$ cat src/shared/dpc_pkg.sv
// Constants shared by the dual data pointer block and its submodules.
// Assumes a byte-wide special-register bus driven by the processor core.
package dpc_pkg;

    // Register addresses on the core's special-register bus
    localparam logic [7:0] ADDR_CTRL = 8'hA7;
    localparam logic [7:0] ADDR_LOW = 8'hA4;
    localparam logic [7:0] ADDR_HIGH = 8'hA5;
    localparam logic [7:0] ADDR_PAGE = 8'hA6;

    // Control register field positions
    localparam int SEL_BIT = 0;
    localparam int UNIMPL_BIT = 1;
    localparam int MAIN_MODE_LSB = 2;
    localparam int SHADOW_MODE_LSB = 4;
    localparam int SWAP_BIT = 6;
    localparam int RSVD_BIT = 7;

    // Control register reset value and mask of stored bits
    localparam logic [7:0] CTRL_RESET = 8'h00;
    localparam logic [7:0] CTRL_WMASK = 8'h7D;

    // Pointer modification modes
    localparam logic [1:0] MODE_PLAIN = 2'h0;
    localparam logic [1:0] MODE_INC = 2'h1;
    localparam logic [1:0] MODE_DEC = 2'h2;
    localparam logic [1:0] MODE_TOGGLE = 2'h3;

    // Pointer geometry and values
    localparam int PTR_W = 24;
    localparam int NUM_BYTES = 3;
    localparam int NUM_PTR = 2;
    localparam int MAIN_IDX = 0;
    localparam int SHADOW_IDX = 1;
    localparam logic [23:0] PTR_RESET = 24'h000000;
    localparam logic [23:0] PTR_ONE = 24'h000001;
    localparam logic [23:0] PTR_ALL_ONES = 24'hFFFFFF;
    localparam logic [7:0] RDATA_RESET = 8'h00;

    // Kind of memory move reported by the instruction sequencer
    typedef enum logic [1:0] {
        MV_XDATA_PTR = 2'h0,
        MV_CODE_PTR = 2'h1,
        MV_CODE_PC = 2'h2,
        MV_XDATA_IND = 2'h3
    } dpc_move_t;

endpackage : dpc_pkg

$ cat src/shared/dpc_ptr_if.sv
// Carrier between the pointer block top and one pointer storage unit.
// Assumes one instance per pointer, all on the core clock.
`timescale 1ns/10ps
`default_nettype none

interface dpc_ptr_if;
    logic [1:0] mode;
    logic step;
    logic inc;
    logic [2:0] byte_we;
    logic [7:0] byte_wdata;
    logic [23:0] value;

    modport unit (input mode, input step, input inc, input byte_we, input byte_wdata, output value);
    modport ctrl (output mode, output step, output inc, output byte_we, output byte_wdata, input value);
endinterface : dpc_ptr_if

`default_nettype wire

$ cat src/rtl/dpc_ptr_unit.sv
// One 24-bit data pointer with byte writes and automatic modification.
// Assumes the top asserts at most one of byte write, step or inc meaningfully.
`timescale 1ns/10ps
`default_nettype none

module dpc_ptr_unit (
    // Clock and reset
    input wire logic core_clk,
    input wire logic arst_n,
    // Control from the top
    dpc_ptr_if.unit pif
);

    logic [23:0] value_q;
    logic [23:0] value_d;

    // Next value: byte write beats a move step, which beats a plain increment
    always_comb begin
        value_d = value_q;
        if (|pif.byte_we) begin
            for (int b = 0; b < dpc_pkg::NUM_BYTES; b++) begin
                if (pif.byte_we[b]) begin
                    value_d[b*8 +: 8] = pif.byte_wdata;
                end
            end
        end else if (pif.step) begin
            unique case (pif.mode)
                dpc_pkg::MODE_PLAIN: value_d = value_q;
                dpc_pkg::MODE_INC: value_d = value_q + dpc_pkg::PTR_ONE;
                dpc_pkg::MODE_DEC: value_d = value_q - dpc_pkg::PTR_ONE;
                dpc_pkg::MODE_TOGGLE: value_d = {value_q[23:1], ~value_q[0]};
            endcase
        end else if (pif.inc) begin
            value_d = value_q + dpc_pkg::PTR_ONE; // Wraps modulo 2^24
        end
    end

    always_ff @(posedge core_clk or negedge arst_n) begin
        if (!arst_n) begin
            value_q <= dpc_pkg::PTR_RESET;
        end else begin
            value_q <= value_d;
        end
    end

    assign pif.value = value_q;

endmodule : dpc_ptr_unit

`default_nettype wire

$ cat src/rtl/dpc_ctrl_reg.sv
// Pointer control register: select, two mode fields and auto-swap enable.
// Assumes the top decodes the register address and qualifies the swap pulse.
`timescale 1ns/10ps
`default_nettype none

module dpc_ctrl_reg (
    // Clock and reset
    input wire logic core_clk,
    input wire logic arst_n,
    // Software write
    input wire logic wr_en,
    input wire logic [7:0] wr_data,
    // Automatic select flip after a qualifying move
    input wire logic swap,
    // Register contents
    output logic [7:0] ctrl_value
);

    logic [7:0] ctrl_q;
    logic [7:0] ctrl_d;

    // Bits 1 and 7 never store, so a read-add-write only touches the select bit
    always_comb begin
        ctrl_d = ctrl_q;
        if (wr_en) begin
            ctrl_d = wr_data & dpc_pkg::CTRL_WMASK;
        end else if (swap) begin
            ctrl_d[dpc_pkg::SEL_BIT] = ~ctrl_q[dpc_pkg::SEL_BIT];
        end
    end

    always_ff @(posedge core_clk or negedge arst_n) begin
        if (!arst_n) begin
            ctrl_q <= dpc_pkg::CTRL_RESET;
        end else begin
            ctrl_q <= ctrl_d;
        end
    end

    assign ctrl_value = ctrl_q;

endmodule : dpc_ctrl_reg

`default_nettype wire

$ cat src/rtl/dpc_top.sv
// Dual data pointer block: control register, two pointers, register access.
// Assumes the core's special-register bus and move reports are on core_clk.
`timescale 1ns/10ps
`default_nettype none

module dpc_top (
    // Clock and reset
    input wire logic core_clk,
    input wire logic arst_n,
    // Special-register bus from the core
    input wire logic [7:0] sfr_addr,
    input wire logic sfr_wr,
    input wire logic sfr_rd,
    input wire logic [7:0] sfr_wdata,
    output logic [7:0] sfr_rdata,
    output logic sfr_hit,
    // Move and pointer-increment reports from the sequencer
    input wire logic move_valid,
    input wire logic [1:0] move_kind,
    input wire logic ptr_inc,
    // Pointer seen by the core
    output logic [23:0] active_pointer,
    output logic pointer_select
);

    logic [7:0] ctrl_value;
    logic sel;
    logic qualify;
    logic ctrl_we;
    logic swap;
    logic wr_low;
    logic wr_high;
    logic wr_page;
    logic wr_any_ptr;
    logic [23:0] ptr_main;
    logic [23:0] ptr_shadow;
    logic [1:0] mode_main;
    logic [1:0] mode_shadow;
    logic [7:0] rdata_q;
    logic [7:0] rdata_d;
    logic [23:0] ptr_val [dpc_pkg::NUM_PTR];

    // Address decode
    assign ctrl_we = sfr_wr && (sfr_addr == dpc_pkg::ADDR_CTRL);
    assign wr_low = sfr_wr && (sfr_addr == dpc_pkg::ADDR_LOW);
    assign wr_high = sfr_wr && (sfr_addr == dpc_pkg::ADDR_HIGH);
    assign wr_page = sfr_wr && (sfr_addr == dpc_pkg::ADDR_PAGE);
    assign wr_any_ptr = wr_low || wr_high || wr_page;
    assign sfr_hit = (sfr_addr == dpc_pkg::ADDR_CTRL) || (sfr_addr == dpc_pkg::ADDR_LOW)
                     || (sfr_addr == dpc_pkg::ADDR_HIGH) || (sfr_addr == dpc_pkg::ADDR_PAGE);

    // Only moves addressed through the data pointer count
    assign qualify = move_valid && ((move_kind == dpc_pkg::MV_XDATA_PTR)
                     || (move_kind == dpc_pkg::MV_CODE_PTR));

    // Swap uses the old select, so the step lands on the used pointer first
    assign swap = qualify && ctrl_value[dpc_pkg::SWAP_BIT];

    // Control register
    dpc_ctrl_reg u_ctrl (
        .core_clk(core_clk),
        .arst_n(arst_n),
        .wr_en(ctrl_we),
        .wr_data(sfr_wdata),
        .swap(swap),
        .ctrl_value(ctrl_value)
    );

    assign sel = ctrl_value[dpc_pkg::SEL_BIT];
    assign mode_main = ctrl_value[dpc_pkg::MAIN_MODE_LSB +: 2];
    assign mode_shadow = ctrl_value[dpc_pkg::SHADOW_MODE_LSB +: 2];

    // One storage unit per pointer; only the selected one sees core accesses
    dpc_ptr_if pif [dpc_pkg::NUM_PTR] ();

    for (genvar i = 0; i < dpc_pkg::NUM_PTR; i++) begin : g_ptr
        logic mine;
        assign mine = (sel == 1'(i));
        if (i == dpc_pkg::MAIN_IDX) begin : g_main
            assign pif[i].mode = mode_main;
        end else begin : g_shadow
            assign pif[i].mode = mode_shadow;
        end
        assign pif[i].step = qualify && mine;
        assign pif[i].inc = ptr_inc && mine;
        assign pif[i].byte_we = {wr_page, wr_high, wr_low} & {3{mine}};
        assign pif[i].byte_wdata = sfr_wdata;
        assign ptr_val[i] = pif[i].value;

        dpc_ptr_unit u_unit (
            .core_clk(core_clk),
            .arst_n(arst_n),
            .pif(pif[i])
        );
    end

    assign ptr_main = ptr_val[dpc_pkg::MAIN_IDX];
    assign ptr_shadow = ptr_val[dpc_pkg::SHADOW_IDX];

    // Selected pointer is what the core sees
    assign active_pointer = sel ? ptr_shadow : ptr_main;
    assign pointer_select = sel;

    // Read data is registered; unmapped addresses read zero
    always_comb begin
        rdata_d = rdata_q;
        if (sfr_rd) begin
            unique case (sfr_addr)
                dpc_pkg::ADDR_CTRL: rdata_d = ctrl_value;
                dpc_pkg::ADDR_LOW: rdata_d = active_pointer[7:0];
                dpc_pkg::ADDR_HIGH: rdata_d = active_pointer[15:8];
                dpc_pkg::ADDR_PAGE: rdata_d = active_pointer[23:16];
                default: rdata_d = dpc_pkg::RDATA_RESET;
            endcase
        end
    end

    always_ff @(posedge core_clk or negedge arst_n) begin
        if (!arst_n) begin
            rdata_q <= dpc_pkg::RDATA_RESET;
        end else begin
            rdata_q <= rdata_d;
        end
    end

    assign sfr_rdata = rdata_q;
endmodule : dpc_top

`default_nettype wire

$ cat config.mk
export PLATFORM = sky130hd
export DESIGN_NAME = dpc_top
export DESIGN_NICKNAME = d
export VERILOG_FILES = /design/src/shared/dpc_pkg.sv /design/src/shared/dpc_ptr_if.sv /design/src/rtl/dpc_ptr_unit.sv /design/src/rtl/dpc_ctrl_reg.sv /design/src/rtl/dpc_top.sv
export SDC_FILE = /design/constraint.sdc
export NUM_CORES = 1
export LEC_CHECK = 0
export BUFFER_PORTS_ARGS = -buffer_cell sky130_fd_sc_hd__buf_2
export CAP_MARGIN = 20
export CORE_MARGIN = 10
export CORE_UTILIZATION = 60
export CTS_BUF_LIST = sky130_fd_sc_hd__clkbuf_16
export CTS_CLUSTER_SIZE = 40
export DETAILED_ROUTE_END_ITERATION = 16
export PLACE_DENSITY_LB_ADDON = 0.2
export SYNTH_ARGS = -nofsm -noshare
export SYNTH_HDL_FRONTEND = slang
export SYNTH_SLANG_ARGS = --single-unit
$ cat constraint.sdc
create_clock -name core_clk -period 5.8 [get_ports core_clk]
set_clock_uncertainty 0.2 [all_clocks]
set_input_delay 1.16 -clock core_clk [delete_from_list [all_inputs] [get_ports core_clk]]
set_output_delay 1.16 -clock core_clk [all_outputs]
set_load 0.05 [all_outputs]
# == Word level (Yosys, flattened, before mapping) ==
# Cells that the tools add are included.
# word_totals
output_inout_bits,34
input_bits,24
elab_cells,89
reg_bits,62
# classes
eq_ne,21
bitwise_logic,5
n_reduce_logical,30
n_addsub,4
mux,18
# op_table
op,count
2-to-1 mux 24 bit,7
one-hot mux 24 bit (3 select lines),2
"adder 24 x 1 -> 24 bit, second input constant",2
2-to-1 mux 8 bit,6
"subtractor 24 x 1 -> 24 bit, second input constant",2
"equality test 8 bit, second input constant",4
one-hot mux 8 bit (4 select lines),1
AND reduction 4 bit,6
"!= test 2 x 1 -> 1 bit, second input constant",6
"!= test 3 bit, second input constant",4
logical AND 1 bit,10
"equality test 2 bit, second input constant",4
AND 3 bit,2
"equality test 2 x 1 -> 1 bit, second input constant",3
logical NOT 2 bit,3
AND reduction 3 bit,2
nonzero test 3 bit,2
OR reduction 3 bit,2
logical OR 1 bit,4
NOT 1 bit,3
2-to-1 mux 1 bit,2
nonzero test 2 bit,1

# == Longest topological paths before layout ==
# depth
word_depth,6
ltp_mapped,9
ltp_nobuf,8

# == By module ==
# Synthesis repeated with hierarchy kept, for this count alone.
# unflattened
cells_unflattened,812
hier_area_um2,6364.9
# modules_own_cells
module,cells_each,instances,seq_area_each_um2,area_each_um2
dpc_ptr_unit,345,2,600.6,2509.9
dpc_top,104,1,200.2,1072.3
dpc_ctrl_reg,18,1,150.1,272.8

# == Worst setup path after synthesis ==
# Ideal clock, no wire load.
# synth_path
path_type,input to output
startpoint,input sfr_addr[4]
endpoint,output sfr_hit
path_buffers,0
path_slack_ps,1485
arrival_time_ps,2955
t_required_ps,4440
path_stages,2
path_cell_list,nand4bb_1 nor3b_1
# synth_via
elab_chain_len,4
word_cells_on_any_way,7
classes_between,eq/ne (4); reduce/logical (3)
# synth_lines
item,line_no,text
start: declaration,dpc_top.sv:11,"input wire logic [7:0] sfr_addr,"
equality test 8 bit,dpc_top.sv:49,assign sfr_hit = (sfr_addr == dpc_pkg::ADDR_CTRL) || (sfr_addr == dpc_pkg::ADDR_LOW)
logical OR 1 bit,dpc_top.sv:49,
logical OR 1 bit,dpc_top.sv:50,|| (sfr_addr == dpc_pkg::ADDR_HIGH) || (sfr_addr == dpc_pkg::ADDR_PAGE);
logical OR 1 bit *,dpc_top.sv:50,
end: declaration,dpc_top.sv:16,"output logic sfr_hit,"
# Every way passes the cells marked *; elsewhere a longest branch is shown, timed or not.

# == Final worst setup path ==
# layout_path
startpoint,input sfr_addr[4]
endpoint,register g_ptr[1].u_unit.value_q[3]
# layout_via
elab_chain_len,6
word_cells_on_any_way,14
classes_between,eq/ne (6); mux (1); bitwise (1); reduce/logical (6)
# layout_lines
item,line_no,text
equality test 8 bit (on tied branches),"dpc_top.sv:45, dpc_top.sv:46, dpc_top.sv:47",
logical AND 1 bit (on tied branches),"dpc_top.sv:45, dpc_top.sv:46, dpc_top.sv:47",
AND 3 bit *,dpc_top.sv:86,"assign pif[i].byte_we = {wr_page, wr_high, wr_low} & {3{mine}};"
OR reduction 3 bit,dpc_ptr_unit.sv:20,if (|pif.byte_we) begin
"!= test 3 bit (no line), or another cell as far along",n/a,
AND reduction 4 bit (no line),n/a,
end signal: assignment,dpc_ptr_unit.sv:40,value_q <= dpc_pkg::PTR_RESET;
end signal: assignment,dpc_ptr_unit.sv:42,value_q <= value_d;
end: declaration,dpc_ptr_unit.sv:14,logic [23:0] value_q;
# Marks and branches as above.
# A chain may end at the register's enable or synchronous reset.

==> results.txt <==
----------------------------------------------------
[GRT]
  Global-route wire length before repair ... 31.61 mm
  Global route total overflow ... 0
  Maximum number of pins on one net before global-route repair ... 63
  Number of antenna violations at the first check in global routing ... 0
  GRT Util Overall ... 27.31%
  Via count of the first global-routing pass ... 5881

[Synth]
  Net count of the mapped netlist ... 766
  Fraction of registers with async set or reset after synthesis ... 100.0%
  Area share of the largest cell type after synthesis ... 26.66%
  Count leader, synth ... sky130_fd_sc_hd__nand2_1
  Cell area after technology mapping ... 5819 um2
  Leading area contributor after synthesis ... sky130_fd_sc_hd__dfrtp_1
  Commonest cells post-synth ... sky130_fd_sc_hd__nand2_1, sky130_fd_sc_hd__dfrtp_1, sky130_fd_sc_hd__nor2_1
  Total of flip-flops plus latches after synthesis ... 62
  EDFF count, synth ... 0
  Main synth FF type ... sky130_fd_sc_hd__dfrtp_1
  Warnings from Yosys ... 0
  Post-Syn Instances ... 738
  Number of distinct library cells after synthesis ... 81
  Avg Synthesized Cell Area ... 7.885 um2
  Seq/Total Area, Yosys ... 26.66%
  Largest cells by area after synthesis ... sky130_fd_sc_hd__dfrtp_1, sky130_fd_sc_hd__nand2_1, sky130_fd_sc_hd__o21ai_0

[Placed design]
  Total instance count after detailed placement ... 871
  Number of port buffers ... 56
  Weighted congestion at the end of routability-driven global placement ... 0.9748
  Detailed Place HPWL ... 14.14 mm

[Timing]
  Number of max-slew violations in the final report ... 0
  Unrepaired setup endpoints after global routing ... false
  Total Neg Setup Slack ... 0 ps
  Share of the cycle needed by the critical path after routing ... 64.07%
  Maximum achievable frequency ... 269.1 MHz
  Slew at the pin closest to its max-slew limit ... 1102 ps
  Final Hold Vio Count ... 0
  Setup-failing EPs final ... 0
  Remaining max-slew budget at the tightest pin ... 26.23%
  Final Critical Period ... 3716 ps
  Final worst hold slack ... 324.1 ps

[Worst setup path]
  Critical path peak fanout ... 21
  Launch point of the worst path ... sfr_addr[4]
  Endpoint kind of the worst setup timing path ... flip-flop
  Worst Setup Path Type ... input pin to flip-flop
  Library cell contributing the largest single delay on the critical path ... sky130_fd_sc_hd__and4_1
  Sort of element at the start of the critical path ... input pin
  Required time worst endpoint ... 5810 ps
  Signal arrival time at the worst endpoint ... 3730 ps
  Register-to-register path setup slack ... 2460 ps
  Reg-to-reg startpoint ... u_ctrl.ctrl_value[0]
  Maximum cell stage delay along the critical path ... 770 ps
  Sequence of cells on the critical path ... buf_2 > and4bb_2 > and4_1 > nor3_2 > nor2_1 > mux2_2

[Die]
  IO Pins ... 58
  Die area ... 14040 um2
  Placeable core area ... 9328 um2
  Die Y-Extent ... 118.5 um
  Number of placement rows ... 35
  Initial Utilization ... 62.39%
  Floorplan die width ... 118.5 um

[Min path]
  Worst hold start ... sfr_rdata[0]
  Worst hold path type ... flip-flop to flip-flop

[Route]
  First-pass iteration count of the detailed router ... 5
  Iteration-0 DRC count of the detailed router ... 896
  Routed WL ... 19.68 mm
  Average wire per standard cell ... 22.19 um
  Vias/cell ... 7.118
  Post-route ant nets ... 0
  Via count ... 6314
  Number of design rule violations left after detail routing ... 0

[Finish]
  Number of non-filler instances in the completed layout ... 887
  Antenna Diode Count ... 0
  Area added between synthesis and finish ... 8.665%
  Proportion of layout cells with a drive suffix above 1 ... 17.41%
  # nets final ... 783

[Clock network]
  Cell at the root of the clock tree ... sky130_fd_sc_hd__clkbuf_16
  CTS tree ... done
  Count of H-tree levels built during CTS ... 3
  Insertion delay to the later sink of the worst-skew pair ... 330 ps
  Number of buffers added by the clock tree synthesis step ... 9
  Post-CTS Hold Buffers ... 0
  Max clock buf depth ... 2
  Number of post-CTS setup repair buffers ... 0
  Cells resized by post-CTS repair ... 0
  Sink count of the clock tree ... 62
  Clock slew seen by the registers of the worst setup and hold paths ... 50 ps

[Status]
  Run status ... finished, final reports clean

[Run]
  Maxcap violations ... 0

[Power and ir drop]
  Power density relative to cell area ... 397.6 nW/um2
  Leakage Power ... 2.434 nW
  Maximum resistive drop on vdd ... 216.7 uV

----------------------------------------------------
[path summary, 6_finish.rpt]
check | endpoint | cells past startpoint
setup / recovery | g_ptr[1].u_unit.pif.value[3] | 6
hold / removal | sfr_rdata[0] | 2
setup reg to reg | g_ptr[1].u_unit.pif.value[18] | 5
hold reg to reg | sfr_rdata[0] | 2
max in group asynchronous | g_ptr[0].u_unit.pif.value[12] | 2
min in group asynchronous | g_ptr[1].u_unit.pif.value[1] | 2
[critical path, delay by kind of cell]
family	cells	cell delay (ps)
buffers and inverters	1	100
and+or+nand+nor	4	2040
muxes	1	420
[through the flow]
| step | util [%] | area [um2] | power, W | worst slack [ps] |
|---|---|---|---|---|
| floorplan | - | 5819 | 0.001704 | 1485 |
| global placement | 65.03 | 6066 | 0.001980 | 1813 |
| detailed placement | 65.03 | 6066 | 0.002009 | 1826 |
| CTS | 67.66 | 6311 | 0.002485 | 2160 |
| global route | 67.79 | 6324 | 0.002658 | 1961 |
| finish | 67.79 | 6324 | 0.002514 | 2084 |
[logic make-up (layout without fill, tap and decap cells)]
kind of cell    after synthesis  count (layout)  share of synthesized area (%)
buf+inv                      85             105                          6.171
flops                        62              62                          26.66
xor+xnor                     40              40                          6.020
compound gates              207             207                          24.19
mux                          35              35                          7.826
simple gates                305             305                          28.27
fa+ha+maj                     4               4                         0.8601
[per-layer routing]
layer / share of wire [%] / global-route usage [%] / up-vias
li1: - / - / 2808
met1: 41 / 38.03 / 2948
met2: 42 / 39.74 / 492
met3: 14 / 6.568 / 66
met4: 3.5 / 10.76 / 0
met5: 0 / 0 / -
[flip-flops by register name, indices dropped and copies added (netlist names)]
| register | flops |
|---|---|
| g_ptr.u_unit.pif.value | 48 |
| sfr_rdata | 8 |
| u_ctrl.ctrl_value | 6 |
[layout make-up]
class                           count  area (um2)
Fill cell                         786        3004
Sequential cell                    62        1551
Timing Repair Buffer               67       360.3
Inverter                           24       90.09
Clock inverter                      5       20.02
Tap cell                          129       161.4
Multi-Input combinational cell    591        3915
Clock buffer                        9       225.2
[cell usage in the layout (no fill, tap or decap), types with 9 or more instances in the layout]
cell type	synthesis	routed
sky130_fd_sc_hd__a21oi_1	34	34
sky130_fd_sc_hd__and3_1	9	9
sky130_fd_sc_hd__buf_2	23	56
sky130_fd_sc_hd__buf_4	1	10
sky130_fd_sc_hd__clkbuf_16	0	9
sky130_fd_sc_hd__dfrtp_1	62	62
sky130_fd_sc_hd__inv_1	23	24
sky130_fd_sc_hd__mux2_2	24	24
sky130_fd_sc_hd__nand2_1	74	74
sky130_fd_sc_hd__nand3_1	36	36
sky130_fd_sc_hd__nand4_1	13	13
sky130_fd_sc_hd__nor2_1	62	62
sky130_fd_sc_hd__nor3_1	34	34
sky130_fd_sc_hd__nor4_1	18	18
sky130_fd_sc_hd__o21ai_0	54	54
sky130_fd_sc_hd__o221ai_1	9	9
sky130_fd_sc_hd__o31ai_1	25	25
sky130_fd_sc_hd__xnor2_1	21	21
sky130_fd_sc_hd__xor2_1	19	19
[where the power goes]
part           total [W]  internal (W)  switching [W]
registers       0.000790      0.000525       0.000266
clock network   0.000473      0.000277       0.000196
logic            0.00125      0.000429       0.000821
total            0.00251       0.00123        0.00128
Power figures use the tool's default switching activity.
